===== config.mk =====
export PLATFORM = sky130hd
export DESIGN_NAME = clk_top
export DESIGN_NICKNAME = d
export VERILOG_FILES = /design/src/clk_pkg.sv /design/src/clk_top.sv
export SDC_FILE = /design/constraint.sdc
export NUM_CORES = 2
export LEC_CHECK = 0
export BUFFER_PORTS_ARGS = -buffer_cell sky130_fd_sc_hd__buf_2
export CAP_MARGIN = 30
export CORE_ASPECT_RATIO = 1.5
export CORE_MARGIN = 1
export CORE_UTILIZATION = 30
export CTS_CLUSTER_SIZE = 24
export DETAILED_ROUTE_END_ITERATION = 8
export GPL_ROUTABILITY_DRIVEN = 0
export HOLD_SLACK_MARGIN = 0.03
export PLACE_DENSITY_LB_ADDON = 0.12
export SYNTH_ARGS = -nofsm -noshare
export SYNTH_HDL_FRONTEND = slang
export SYNTH_SLANG_ARGS = --single-unit

===== constraint.sdc =====
create_clock -name mclk -period 12.4 [get_ports mclk]
set_clock_uncertainty 0.15 [all_clocks]
set_input_delay 1.24 -clock mclk [delete_from_list [all_inputs] [get_ports mclk]]
set_output_delay 1.24 -clock mclk [all_outputs]
set_load 0.005 [all_outputs]

===== src/clk_pkg.sv =====
// Constants and types shared by the clock source and distribution block.
package clk_pkg;

	// ------------------------------------------------------------
	// Register map (byte addresses on the APB port)
	// ------------------------------------------------------------
	localparam int          ADDR_W     = 8;
	localparam logic [7:0]  OFF_MAIN   = 8'h00;
	localparam logic [7:0]  OFF_PLL    = 8'h04;
	localparam logic [7:0]  OFF_PSTAT  = 8'h08;
	localparam logic [7:0]  OFF_DBL    = 8'h0c;
	localparam logic [7:0]  OFF_MASTER = 8'h10;
	localparam logic [7:0]  OFF_SLOW   = 8'h14;
	localparam logic [7:0]  OFF_FAST   = 8'h18;
	localparam logic [5:0]  DIV_IDX_LO = 6'h08;
	localparam logic [5:0]  DIV_IDX_HI = 6'h14;

	// ------------------------------------------------------------
	// Field positions
	// ------------------------------------------------------------
	localparam int PLL_P_LSB  = 3;
	localparam int PLL_Q_LSB  = 11;
	localparam int BUS_LSB    = 4;
	localparam int CPU_LSB    = 20;
	localparam int SLOW_CMD   = 31;
	localparam int SLOW_CNT   = 16;
	localparam int FAST_CNT   = 8;
	localparam int DSRC_LSB   = 16;

	// ------------------------------------------------------------
	// Sources, sizes and reset values
	// ------------------------------------------------------------
	typedef enum logic [2:0] {
		SRC_MAIN  = 3'h0,
		SRC_XTAL  = 3'h1,
		SRC_ICON  = 3'h2,
		SRC_PLL   = 3'h3,
		SRC_LSO   = 3'h4,
		SRC_WATCH = 3'h5,
		SRC_DBL   = 3'h6,
		SRC_OFF   = 3'h7
	} src_t;
	localparam int          N_DIV     = 12;
	localparam int          SLOW_W    = 13;
	localparam int          FAST_W    = 5;
	localparam logic [2:0]  FREQ_MAX  = 3'h5;
	localparam logic [2:0]  FREQ_RST  = 3'h2;
	localparam logic [7:0]  PLL_P_MIN = 8'h04;
	localparam logic [15:0] BUS_RST   = 16'h0002;
	localparam logic [3:0]  CPU_RST   = 4'h2;
	localparam logic [15:0] DIV_RST   = 16'h0002;
	localparam logic [1:0]  DIV33     = 2'h3;
	localparam logic [6:0]  DIV1K     = 7'h64;
	localparam int          LOCK_NS   = 250000;
	localparam int          MCLK_NS   = 10;
	localparam int          LOCK_CYC  = LOCK_NS / MCLK_NS;

endpackage


===== src/clk_top.sv =====
// Clock sources, low-speed tick counters and clock dividers with an APB register port.
//
// The address map and the APB interface to the registers were chosen for this implementation.
`timescale 1ns/1ns
`default_nettype none

// ------------------------------------------------------------
// Glitch-free divider, resynchronised to mclk
// ------------------------------------------------------------
module clk_div #(
	parameter int W = 16
) (
	input  wire logic         mclk,
	input  wire logic         rst_b,
	input  wire logic [7:0]   src_ev,
	input  wire logic [2:0]   sel,
	input  wire logic [W-1:0] div,
	output var  logic         clk_o,
	output var  logic         rise_o
);
	import clk_pkg::*;

	logic [2:0]   sel_r;
	logic [W-1:0] div_r;
	logic [W-1:0] cnt_r;

	// New settings are only taken at the end of a period or while the source is off, so no short pulse escapes.
	wire [W-1:0] lim     = (div < W'(2)) ? W'(2) : div;
	wire         ev      = src_ev[sel_r];
	wire         idle    = (sel_r == SRC_OFF);
	wire         wrap    = ev && (cnt_r >= div_r - W'(1));
	wire [W-1:0] cnt_nxt = wrap ? '0 : cnt_r + W'(1);

	always_ff @(posedge mclk or negedge rst_b) begin
		if (!rst_b) begin
			sel_r  <= SRC_OFF;
			div_r  <= W'(2);
			cnt_r  <= '0;
			clk_o  <= 1'b0;
			rise_o <= 1'b0;
		end else begin
			rise_o <= wrap;
			if (wrap || idle) begin
				sel_r <= sel;
				div_r <= lim;
			end
			if (ev)
				cnt_r <= cnt_nxt;
			if (wrap)
				clk_o <= 1'b1;
			else if (ev && cnt_nxt == (div_r >> 1))
				clk_o <= 1'b0;
		end
	end
endmodule // clk_div

module clk_top #(
	parameter int          LOCK_CYCLES = clk_pkg::LOCK_CYC,
	parameter logic [47:0] TRIM_TABLE  = 48'h807060504030
) (
	input  wire logic                        mclk,
	input  wire logic                        rst_b,
	input  wire logic                        psel,
	input  wire logic                        penable,
	input  wire logic                        pwrite,
	input  wire logic [clk_pkg::ADDR_W-1:0]  paddr,
	input  wire logic [31:0]                 pwdata,
	output var  logic [31:0]                 prdata,
	output var  logic                        pready,
	output var  logic                        pslverr,
	input  wire logic                        main_osc_clk,
	input  wire logic                        fast_crystal_osc_clk,
	input  wire logic                        interconnect_clk,
	input  wire logic                        pll_core_clk,
	input  wire logic                        low_speed_internal_osc_clk,
	input  wire logic                        watch_crystal_osc_clk,
	input  wire logic                        hibernate,
	input  wire logic                        debug_halt,
	output var  logic [2:0]                  main_osc_freq,
	output var  logic [7:0]                  main_osc_trim,
	output var  logic                        pll_en,
	output var  logic [1:0]                  pll_ref_sel,
	output var  logic [7:0]                  pll_p,
	output var  logic [3:0]                  pll_q,
	output var  logic                        pll_lock,
	output var  logic                        usb_tick,
	output var  logic                        tick_1k_clock,
	output var  logic                        tick_33k_clock,
	output var  logic                        tick_100k_clock,
	output var  logic                        slow_tick_irq,
	output var  logic                        slow_tick_wake,
	output var  logic                        fast_tick_irq,
	output var  logic                        bus_clk,
	output var  logic                        cpu_clk,
	output var  logic [clk_pkg::N_DIV-1:0]   div_clk
);
	import clk_pkg::*;

	// ------------------------------------------------------------
	// Declarations
	// ------------------------------------------------------------
	localparam int LW = $clog2(LOCK_CYCLES + 1);

	logic [5:0]        s1_r;
	logic [5:0]        s2_r;
	logic [5:0]        s3_r;
	logic [2:0]        freq_r;
	logic [14:0]       pll_r;
	logic [LW-1:0]     lock_cnt_r;
	logic [2:0]        dbl_r;
	logic [23:0]       master_r;
	logic [5:0]        slow_cfg_r;
	logic [5:0]        fast_cfg_r;
	logic [18:0]       div_cfg_r [N_DIV];
	logic [SLOW_W-1:0] slow_cnt_r;
	logic [FAST_W-1:0] fast_cnt_r;
	logic [1:0]        c33_r;
	logic [6:0]        c1k_r;
	logic              bus_rise;
	logic              cpu_rise;

	function automatic logic hit(input logic [ADDR_W-1:0] a, input logic [ADDR_W-1:0] off);
		hit = (a == off);
	endfunction

	// ------------------------------------------------------------
	// APB decode
	// ------------------------------------------------------------
	wire         setup   = psel && !penable;
	wire         wr      = psel && penable && pwrite && pready;
	wire         div_hit = (paddr[7:2] >= DIV_IDX_LO) && (paddr[7:2] < DIV_IDX_HI) && (paddr[1:0] == 2'h0);
	wire [3:0]   div_idx = 4'(paddr[7:2] - DIV_IDX_LO);
	wire         known   = hit(paddr, OFF_MAIN) || hit(paddr, OFF_PLL) || hit(paddr, OFF_PSTAT)
		|| hit(paddr, OFF_DBL) || hit(paddr, OFF_MASTER) || hit(paddr, OFF_SLOW)
		|| hit(paddr, OFF_FAST) || div_hit;
	wire         wr_pll  = wr && hit(paddr, OFF_PLL);
	wire         wr_slow = wr && hit(paddr, OFF_SLOW);
	wire [7:0]   p_wr    = pwdata[PLL_P_LSB +: 8];
	wire [7:0]   p_cl    = (p_wr < PLL_P_MIN) ? PLL_P_MIN : p_wr;
	wire [14:0]  pll_nxt = {pwdata[PLL_Q_LSB +: 4], p_cl, pwdata[2:0]};
	wire [31:0]  rd_div  = {13'h0, div_cfg_r[div_idx]};
	wire [31:0]  rd_w    =
		hit(paddr, OFF_MAIN)   ? {16'h0, main_osc_trim, 5'h0, freq_r} :
		hit(paddr, OFF_PLL)    ? {17'h0, pll_r} :
		hit(paddr, OFF_PSTAT)  ? {31'h0, pll_lock} :
		hit(paddr, OFF_DBL)    ? {29'h0, dbl_r} :
		hit(paddr, OFF_MASTER) ? {8'h0, master_r} :
		hit(paddr, OFF_SLOW)   ? {3'h0, slow_cnt_r, 10'h0, slow_cfg_r} :
		hit(paddr, OFF_FAST)   ? {19'h0, fast_cnt_r, 2'h0, fast_cfg_r} :
		div_hit                ? rd_div : 32'h0;

	always_ff @(posedge mclk or negedge rst_b) begin
		if (!rst_b) begin
			pready  <= 1'b0;
			prdata  <= 32'h0;
			pslverr <= 1'b0;
		end else begin
			pready <= setup;
			if (setup) begin
				prdata  <= pwrite ? 32'h0 : rd_w;
				pslverr <= !known;
			end
		end
	end

	// ------------------------------------------------------------
	// Configuration registers
	// ------------------------------------------------------------
	always_ff @(posedge mclk or negedge rst_b) begin
		if (!rst_b) begin
			freq_r     <= FREQ_RST;
			pll_r      <= {4'h0, PLL_P_MIN, 3'h0};
			dbl_r      <= 3'h0;
			master_r   <= {CPU_RST, BUS_RST, 1'b0, SRC_MAIN};
			slow_cfg_r <= 6'h0;
			fast_cfg_r <= 6'h0;
		end else if (wr) begin
			if (hit(paddr, OFF_MAIN) && pwdata[2:0] <= FREQ_MAX)
				freq_r <= pwdata[2:0];
			if (wr_pll)
				pll_r <= pll_nxt;
			if (hit(paddr, OFF_DBL))
				dbl_r <= pwdata[2:0];
			if (hit(paddr, OFF_MASTER))
				master_r <= pwdata[23:0];
			if (wr_slow)
				slow_cfg_r <= pwdata[5:0];
			if (hit(paddr, OFF_FAST))
				fast_cfg_r <= pwdata[5:0];
		end
	end

	generate
		for (genvar i = 0; i < N_DIV; i++) begin : g_cfg
			always_ff @(posedge mclk or negedge rst_b) begin
				if (!rst_b)
					div_cfg_r[i] <= {SRC_OFF, DIV_RST};
				else if (wr && div_hit && div_idx == 4'(i))
					div_cfg_r[i] <= pwdata[18:0];
			end
		end
	endgenerate

	// ------------------------------------------------------------
	// Main oscillator trim and PLL lock
	// ------------------------------------------------------------
	assign main_osc_freq = freq_r;
	assign pll_en        = pll_r[0];
	assign pll_ref_sel   = pll_r[2:1];
	assign pll_p         = pll_r[PLL_P_LSB +: 8];
	assign pll_q         = pll_r[PLL_Q_LSB +: 4];

	// Lock is only believed after the full worst-case lock time.
	wire lock_done = (lock_cnt_r == LW'(LOCK_CYCLES - 1));

	always_ff @(posedge mclk or negedge rst_b) begin
		if (!rst_b) begin
			main_osc_trim <= 8'h0;
			lock_cnt_r    <= '0;
			pll_lock      <= 1'b0;
		end else begin
			main_osc_trim <= TRIM_TABLE[freq_r * 8 +: 8];
			if (!pll_r[0] || (wr_pll && pll_nxt != pll_r)) begin
				lock_cnt_r <= '0;
				pll_lock   <= 1'b0;
			end else if (!pll_lock) begin
				lock_cnt_r <= lock_cnt_r + LW'(1);
				pll_lock   <= lock_done;
			end
		end
	end

	// ------------------------------------------------------------
	// Source synchronisers and doubler
	// ------------------------------------------------------------
	wire [5:0] raw = {watch_crystal_osc_clk, low_speed_internal_osc_clk, pll_core_clk,
		interconnect_clk, fast_crystal_osc_clk, main_osc_clk};
	wire [5:0] rise_w = s2_r & ~s3_r;
	wire [5:0] edge_w = s2_r ^ s3_r;
	// Both edges of the chosen input give twice its rate in events.
	wire       dbl_ev = dbl_r[0] && (dbl_r[2:1] != 2'h3) && edge_w[dbl_r[2:1]];
	wire [7:0] src_ev = {1'b0, dbl_ev, rise_w};
	wire       lso_ev = rise_w[SRC_LSO];

	always_ff @(posedge mclk or negedge rst_b) begin
		if (!rst_b) begin
			s1_r     <= 6'h0;
			s2_r     <= 6'h0;
			s3_r     <= 6'h0;
			usb_tick <= 1'b0;
		end else begin
			s1_r     <= raw;
			s2_r     <= s1_r;
			s3_r     <= s2_r;
			usb_tick <= dbl_ev;
		end
	end

	// ------------------------------------------------------------
	// Low-speed clocks and tick counters
	// ------------------------------------------------------------
	wire                ev1k     = lso_ev && (c1k_r == DIV1K - 7'h1);
	wire                run      = !hibernate && !debug_halt;
	wire                adv      = ev1k && run;
	wire [SLOW_W-1:0]   slow_nxt = slow_cnt_r + SLOW_W'(1);
	wire [SLOW_W-1:0]   mask     = SLOW_W'((14'h1 << slow_cfg_r[3:0]) - 14'h1);
	wire                period   = adv && ((slow_nxt & mask) == '0);
	wire                fast_tc  = lso_ev && (fast_cnt_r == fast_cfg_r[4:0]);

	always_ff @(posedge mclk or negedge rst_b) begin
		if (!rst_b) begin
			c33_r           <= 2'h0;
			c1k_r           <= 7'h0;
			tick_33k_clock  <= 1'b0;
			tick_1k_clock   <= 1'b0;
			tick_100k_clock <= 1'b0;
		end else begin
			tick_100k_clock <= s3_r[SRC_LSO];
			if (lso_ev) begin
				c33_r          <= (c33_r == DIV33 - 2'h1) ? 2'h0 : c33_r + 2'h1;
				tick_33k_clock <= (c33_r == DIV33 - 2'h1);
				c1k_r          <= ev1k ? 7'h0 : c1k_r + 7'h1;
				tick_1k_clock  <= ev1k || (c1k_r < (DIV1K >> 1) - 7'h1);
			end
		end
	end

	always_ff @(posedge mclk or negedge rst_b) begin
		if (!rst_b) begin
			slow_cnt_r     <= '0;
			fast_cnt_r     <= '0;
			slow_tick_irq  <= 1'b0;
			slow_tick_wake <= 1'b0;
			fast_tick_irq  <= 1'b0;
		end else begin
			if (wr_slow && pwdata[SLOW_CMD])
				slow_cnt_r <= '0;
			else if (adv)
				slow_cnt_r <= slow_nxt;
			slow_tick_irq  <= period && slow_cfg_r[4];
			slow_tick_wake <= period && slow_cfg_r[5];
			if (fast_tc)
				fast_cnt_r <= '0;
			else if (lso_ev)
				fast_cnt_r <= fast_cnt_r + FAST_W'(1);
			fast_tick_irq <= fast_tc && fast_cfg_r[5];
		end
	end

	// ------------------------------------------------------------
	// Bus, CPU and general dividers
	// ------------------------------------------------------------
	wire master_ev = src_ev[master_r[2:0]];

	clk_div #(.W(16)) u_bus (
		.mclk   (mclk),
		.rst_b  (rst_b),
		.src_ev ({7'h0, master_ev}),
		.sel    (SRC_MAIN),
		.div    (master_r[BUS_LSB +: 16]),
		.clk_o  (bus_clk),
		.rise_o (bus_rise)
	);

	clk_div #(.W(4)) u_cpu (
		.mclk   (mclk),
		.rst_b  (rst_b),
		.src_ev ({7'h0, bus_rise}),
		.sel    (SRC_MAIN),
		.div    (master_r[CPU_LSB +: 4]),
		.clk_o  (cpu_clk),
		.rise_o (cpu_rise)
	);

	generate
		for (genvar i = 0; i < N_DIV; i++) begin : g_div
			clk_div #(.W(16)) u_div (
				.mclk   (mclk),
				.rst_b  (rst_b),
				.src_ev (src_ev),
				.sel    (div_cfg_r[i][DSRC_LSB +: 3]),
				.div    (div_cfg_r[i][15:0]),
				.clk_o  (div_clk[i]),
				.rise_o ()
			);
		end
	endgenerate
endmodule // clk_top

`default_nettype wire


==> impl_summary.txt <==
----------------------------------------------------
[Power]
  Sw power ... between 1.5 and 2 mW
  Max IR drop VDD ... around 0.00010 V
  Overall power of the completed layout ... roughly 7 mW
  Ratio of total power to cell area ... roughly 120 nW/um^2
  Total internal power ... roughly 5.1 mW
  Switching share of total power ... 0.280
  Sequential power share ... 0.439
  Clock power share ... 0.447
  Share of power burned in combinational logic ... 0.114
  Reported leakage power ... roughly 27 nW

[Critical path]
  Crit path max fanout ... 18
  CP startpoint kind ... register
  CP Capture Type ... register
  Type of the worst setup path ... register to register
  Register-to-Register Setup Slack ... a little over 7 ns
  Crit path arrival time ... roughly 5.8 ns
  Endpoint required time on the critical path ... between 10 and 15 ns

[Detailed routing]
  DRC ... 0
  Pre-antenna DRT Iters ... 5
  Total wire length after detailed routing ... approximately 170 mm
  Drt initial violations ... 2450
  Wire per inst ... 22.3 um
  Number of nets still failing antenna checks after routing ... 0
  Vias per Instance ... around 5.3
  Routed vias ... between 40000 and 50000

[Layout]
  Number of nets in the layout ... around 5600
  Final design instance area without fill ... around 60000 um^2
  Commonest non-fill, non-tap cells in the layout ... sky130_fd_sc_hd__dfrtp_1, sky130_fd_sc_hd__nand2_1, sky130_fd_sc_hd__mux2_2, sky130_fd_sc_hd__o21ai_0, sky130_fd_sc_hd__xnor2_1
  Most common cell after layout, fill and taps aside ... sky130_fd_sc_hd__dfrtp_1
  Layout cells sized above 1 ... 0.190
  Area added between synthesis and finish ... 11.7%
  Fill count ... between 15000 and 20000

[Logic synthesis]
  Basic-gate share of the synthesized area counting and, or, nand and nor cells ... 0.154
  Fraction of synthesized cell area in xor and xnor cells ... 0.0890
  Count of flip-flops with a built-in enable after synthesis ... 0
  Combinational family with the most area after synthesis ... simple AND/OR/NAND/NOR gates
  Ys async rst share ... 1.00
  Number of unique standard cell types used by synthesis ... 99
  Mux contribution to synthesized area ... 0.127
  Yosys top cell by area ... sky130_fd_sc_hd__dfrtp_1
  Number of instances in the synthesized netlist ... roughly 5300
  Mean Syn Cell Area ... ~10 um^2
  Fraction of the mapped netlist area in adder cells ... 0.0596
  Warnings, synthesis ... 0
  Yosys reg bits ... a little under 900
  Part of the Yosys area used for sequential elements ... 0.410
  Leading cell types by total area after synthesis ... sky130_fd_sc_hd__dfrtp_1, sky130_fd_sc_hd__mux2_2, sky130_fd_sc_hd__ha_1, sky130_fd_sc_hd__xnor2_1, sky130_fd_sc_hd__dfstp_2
  Synth top area share ... 0.358
  Syn Std Cell Area ... 53100 um^2
  Dominant register cell in the synthesized netlist ... sky130_fd_sc_hd__dfrtp_1
  Share of the synthesized area in compound gates (AO/OA/AOI/OAI) ... 0.127

[Clock network]
  # Post-CTS Setup Buffers ... 0
  Cts repair resizes ... 0
  CTS Hold Bufs ... 0
  Clock-pin transition on the worst setup and hold timing paths ... around 0.060 ns
  CTS HTree Levels ... 3
  Root buffer selected by CTS ... sky130_fd_sc_hd__clkbuf_16
  Cts bufs inserted ... 96
  Number of sinks handled by clock tree synthesis ... ~870
  Clock tree from TritonCTS ... done
  Clock latency at the later pin of the worst-skew pair ... between 0.7 and 0.8 ns
  Max Root-Sink Buffers ... 3

[Placed design]
  Total cell area at the placement stage ... roughly 56000 um^2
  Detailed-placement wirelength estimate ... 126 mm
  Buffers on Ports ... 120

[Global routing]
  Number of antenna violations at the first check in global routing ... 18
  Wire length of the first global-routing pass ... around 260 mm
  Number of global-route vias before repair ... between 40000 and 50000
  Overflow left after global routing ... 0
  Overall fraction of global-route tracks in use ... 0.191
  Largest net degree at the start of global routing ... 156

[Floorplan]
  Core outline area ... approximately 180000 um^2
  Starting density of the core ... 0.303
  Number of placed I/O pins ... 135
  Total number of placement rows ... ~190
  DIE AREA ... ~180000 um^2
  DIE WIDTH ... roughly 350 um
  Die height ... ~520 um

[Timing]
  Worst slew slack as a fraction of its limit ... 0.271
  Period utilisation layout ... 0.427
  Setup TNS after final layout ... 0 ns
  Actual slew at the worst max-slew pin ... roughly 1.1 ns
  RSZ-0062 raised after global routing ... no
  Finish-stage setup viols ... 0
  Number of endpoints with negative hold slack in the final report ... 0
  Max frequency ... 0.189 GHz
  Time the final worst path needs with I/O delays and setup ... approximately 5.3 ns
  Pins over their slew limit ... 0

[Run]
  Number of max-capacitance violations reported ... 0

[Status]
  Outcome ... complete, no violations

[Hold path]
  Worst min path class ... register to register

----------------------------------------------------
[synthesized netlist by cell type (11+ instances only)]
library cell and count:
sky130_fd_sc_hd__a2111oi_0 15, sky130_fd_sc_hd__a211oi_1 28, sky130_fd_sc_hd__a21o_1 47, sky130_fd_sc_hd__a21oi_1 144
sky130_fd_sc_hd__a22o_1 51, sky130_fd_sc_hd__a22oi_1 13, sky130_fd_sc_hd__a31oi_1 41, sky130_fd_sc_hd__and2_1 32
sky130_fd_sc_hd__and3_1 69, sky130_fd_sc_hd__and4_1 19, sky130_fd_sc_hd__buf_1 13, sky130_fd_sc_hd__buf_2 42
sky130_fd_sc_hd__buf_4 28, sky130_fd_sc_hd__clkbuf_1 226, sky130_fd_sc_hd__dfrtp_1 761, sky130_fd_sc_hd__dfstp_2 104
sky130_fd_sc_hd__ha_1 253, sky130_fd_sc_hd__inv_1 104, sky130_fd_sc_hd__mux2_2 414, sky130_fd_sc_hd__mux2_4 13
sky130_fd_sc_hd__mux2i_1 35, sky130_fd_sc_hd__mux4_2 66, sky130_fd_sc_hd__nand2_1 568, sky130_fd_sc_hd__nand2b_1 63
sky130_fd_sc_hd__nand3_1 128, sky130_fd_sc_hd__nand3b_1 19, sky130_fd_sc_hd__nand4_1 65, sky130_fd_sc_hd__nor2_1 312
sky130_fd_sc_hd__nor2b_1 62, sky130_fd_sc_hd__nor3_1 131, sky130_fd_sc_hd__nor3b_1 12, sky130_fd_sc_hd__nor4_1 101
sky130_fd_sc_hd__o21a_1 18, sky130_fd_sc_hd__o21ai_0 365, sky130_fd_sc_hd__o22a_1 33, sky130_fd_sc_hd__o22ai_1 16
sky130_fd_sc_hd__o31ai_1 102, sky130_fd_sc_hd__o32ai_1 11, sky130_fd_sc_hd__o41ai_1 23, sky130_fd_sc_hd__or2_2 20
sky130_fd_sc_hd__or3_1 22, sky130_fd_sc_hd__or4_1 17, sky130_fd_sc_hd__xnor2_1 327, sky130_fd_sc_hd__xor2_1 213
[power groups by stage]
stage	Combinational, mW	Sequential, mW	Clock (mW)
2_1_floorplan	0.596	3.09	0
3_3_place_gp	0.812	3.18	0
3_5_place_dp	0.825	3.18	0
4_1_cts	0.828	3.13	3.29
5_1_grt	0.930	3.15	3.38
6_report	0.813	3.13	3.19
[worst max-delay path, cell delays in order (launching register included)]
cell and delay (ns):
sky130_fd_sc_hd__dfrtp_1 0.44, sky130_fd_sc_hd__or4_1 0.60, sky130_fd_sc_hd__nor4_1 0.26, sky130_fd_sc_hd__nand2_1 0.13
sky130_fd_sc_hd__or2_2 0.31, sky130_fd_sc_hd__nor4_1 0.23, sky130_fd_sc_hd__xnor2_1 0.18, sky130_fd_sc_hd__ha_1 0.27
sky130_fd_sc_hd__a21oi_1 0.15, sky130_fd_sc_hd__nor2b_1 0.07, sky130_fd_sc_hd__or4b_2 0.62, sky130_fd_sc_hd__a21oi_1 0.50
sky130_fd_sc_hd__nor3_2 0.09, sky130_fd_sc_hd__buf_4 0.19, sky130_fd_sc_hd__a31o_1 0.52, sky130_fd_sc_hd__mux2_4 0.43
[metal layers]
layer  share of wire  global-route usage  up-vias
li1                -                   -    19200
met2            0.50               0.339      706
met3           0.041              0.0277      240
met5         0.00077                   0        -
met4           0.030              0.0625       22
met1            0.43               0.236    20300
[state kept, by name (all words and copies together), names as in the netlist, 7 cells and up]
name,flops
g_div.u_div.cnt_r,192
g_div.u_div.sel_r,36
g_div.u_div.clk_o,12
div_cfg_r,228
lock_cnt_r,15
pll_r,15
g_div.u_div.div_r,192
c1k_r,7
u_bus.cnt_r,16
master_r,24
u_bus.div_r,16
prdata,29
slow_cnt_r,13
[through the flow]
stage,util,setup slack [ns],hold WS (ns),std cells
5_1_grt,0.338,6.63,0.217,7655
6_report,0.338,7.10,0.205,7657
3_5_place_dp,0.318,7.01,0.188,7471
2_1_floorplan,-,7.94,0.181,5317
4_1_cts,0.338,6.95,0.210,7652
3_3_place_gp,0.318,6.99,0.183,7466
[worst paths after layout]
| check | from | to | depth (start not counted) |
|---|---|---|---|
| max | g_div[4].u_div.div_r[5]$_DFFE_PN0P_ | g_div[4].u_div.div_r[13]$_DFFE_PN0P_ | 15 |
| max reg2reg | g_div[4].u_div.div_r[5]$_DFFE_PN0P_ | g_div[4].u_div.div_r[13]$_DFFE_PN0P_ | 15 |
| min in group asynchronous | rst_b | u_bus.cnt_r[11]$_DFFE_PN0P_ | 1 |
| max in group asynchronous | rst_b | g_div[1].u_div.cnt_r[0]$_DFFE_PN0P_ | 3 |
| min reg2reg | s1_r[4]$_DFF_PN0_ | s2_r[4]$_DFF_PN0_ | 0 |
| min | s1_r[4]$_DFF_PN0_ | s2_r[4]$_DFF_PN0_ | 0 |
[layout make-up]
type                       count  area [um^2]  area share
antenna                        3         7.51    0.000126
clock buffer                 124         2640      0.0445
clock inverter                57          817      0.0138
inverter                     105          394     0.00664
multi-input combinational   4030        29700       0.500
sequential                   865        21800       0.367
tap                         2280         2850      0.0481
timing repair buffer         193         1220      0.0206
[cell families after synthesis]
family / Yosys count
flops: 865
other cells: 1
fa+ha+maj: 253
simple gates: 1676
xor+xnor: 540
mux: 533
compound gates: 1019
buf+inv: 422
Note: power is estimated with default switching activity, not from simulation.
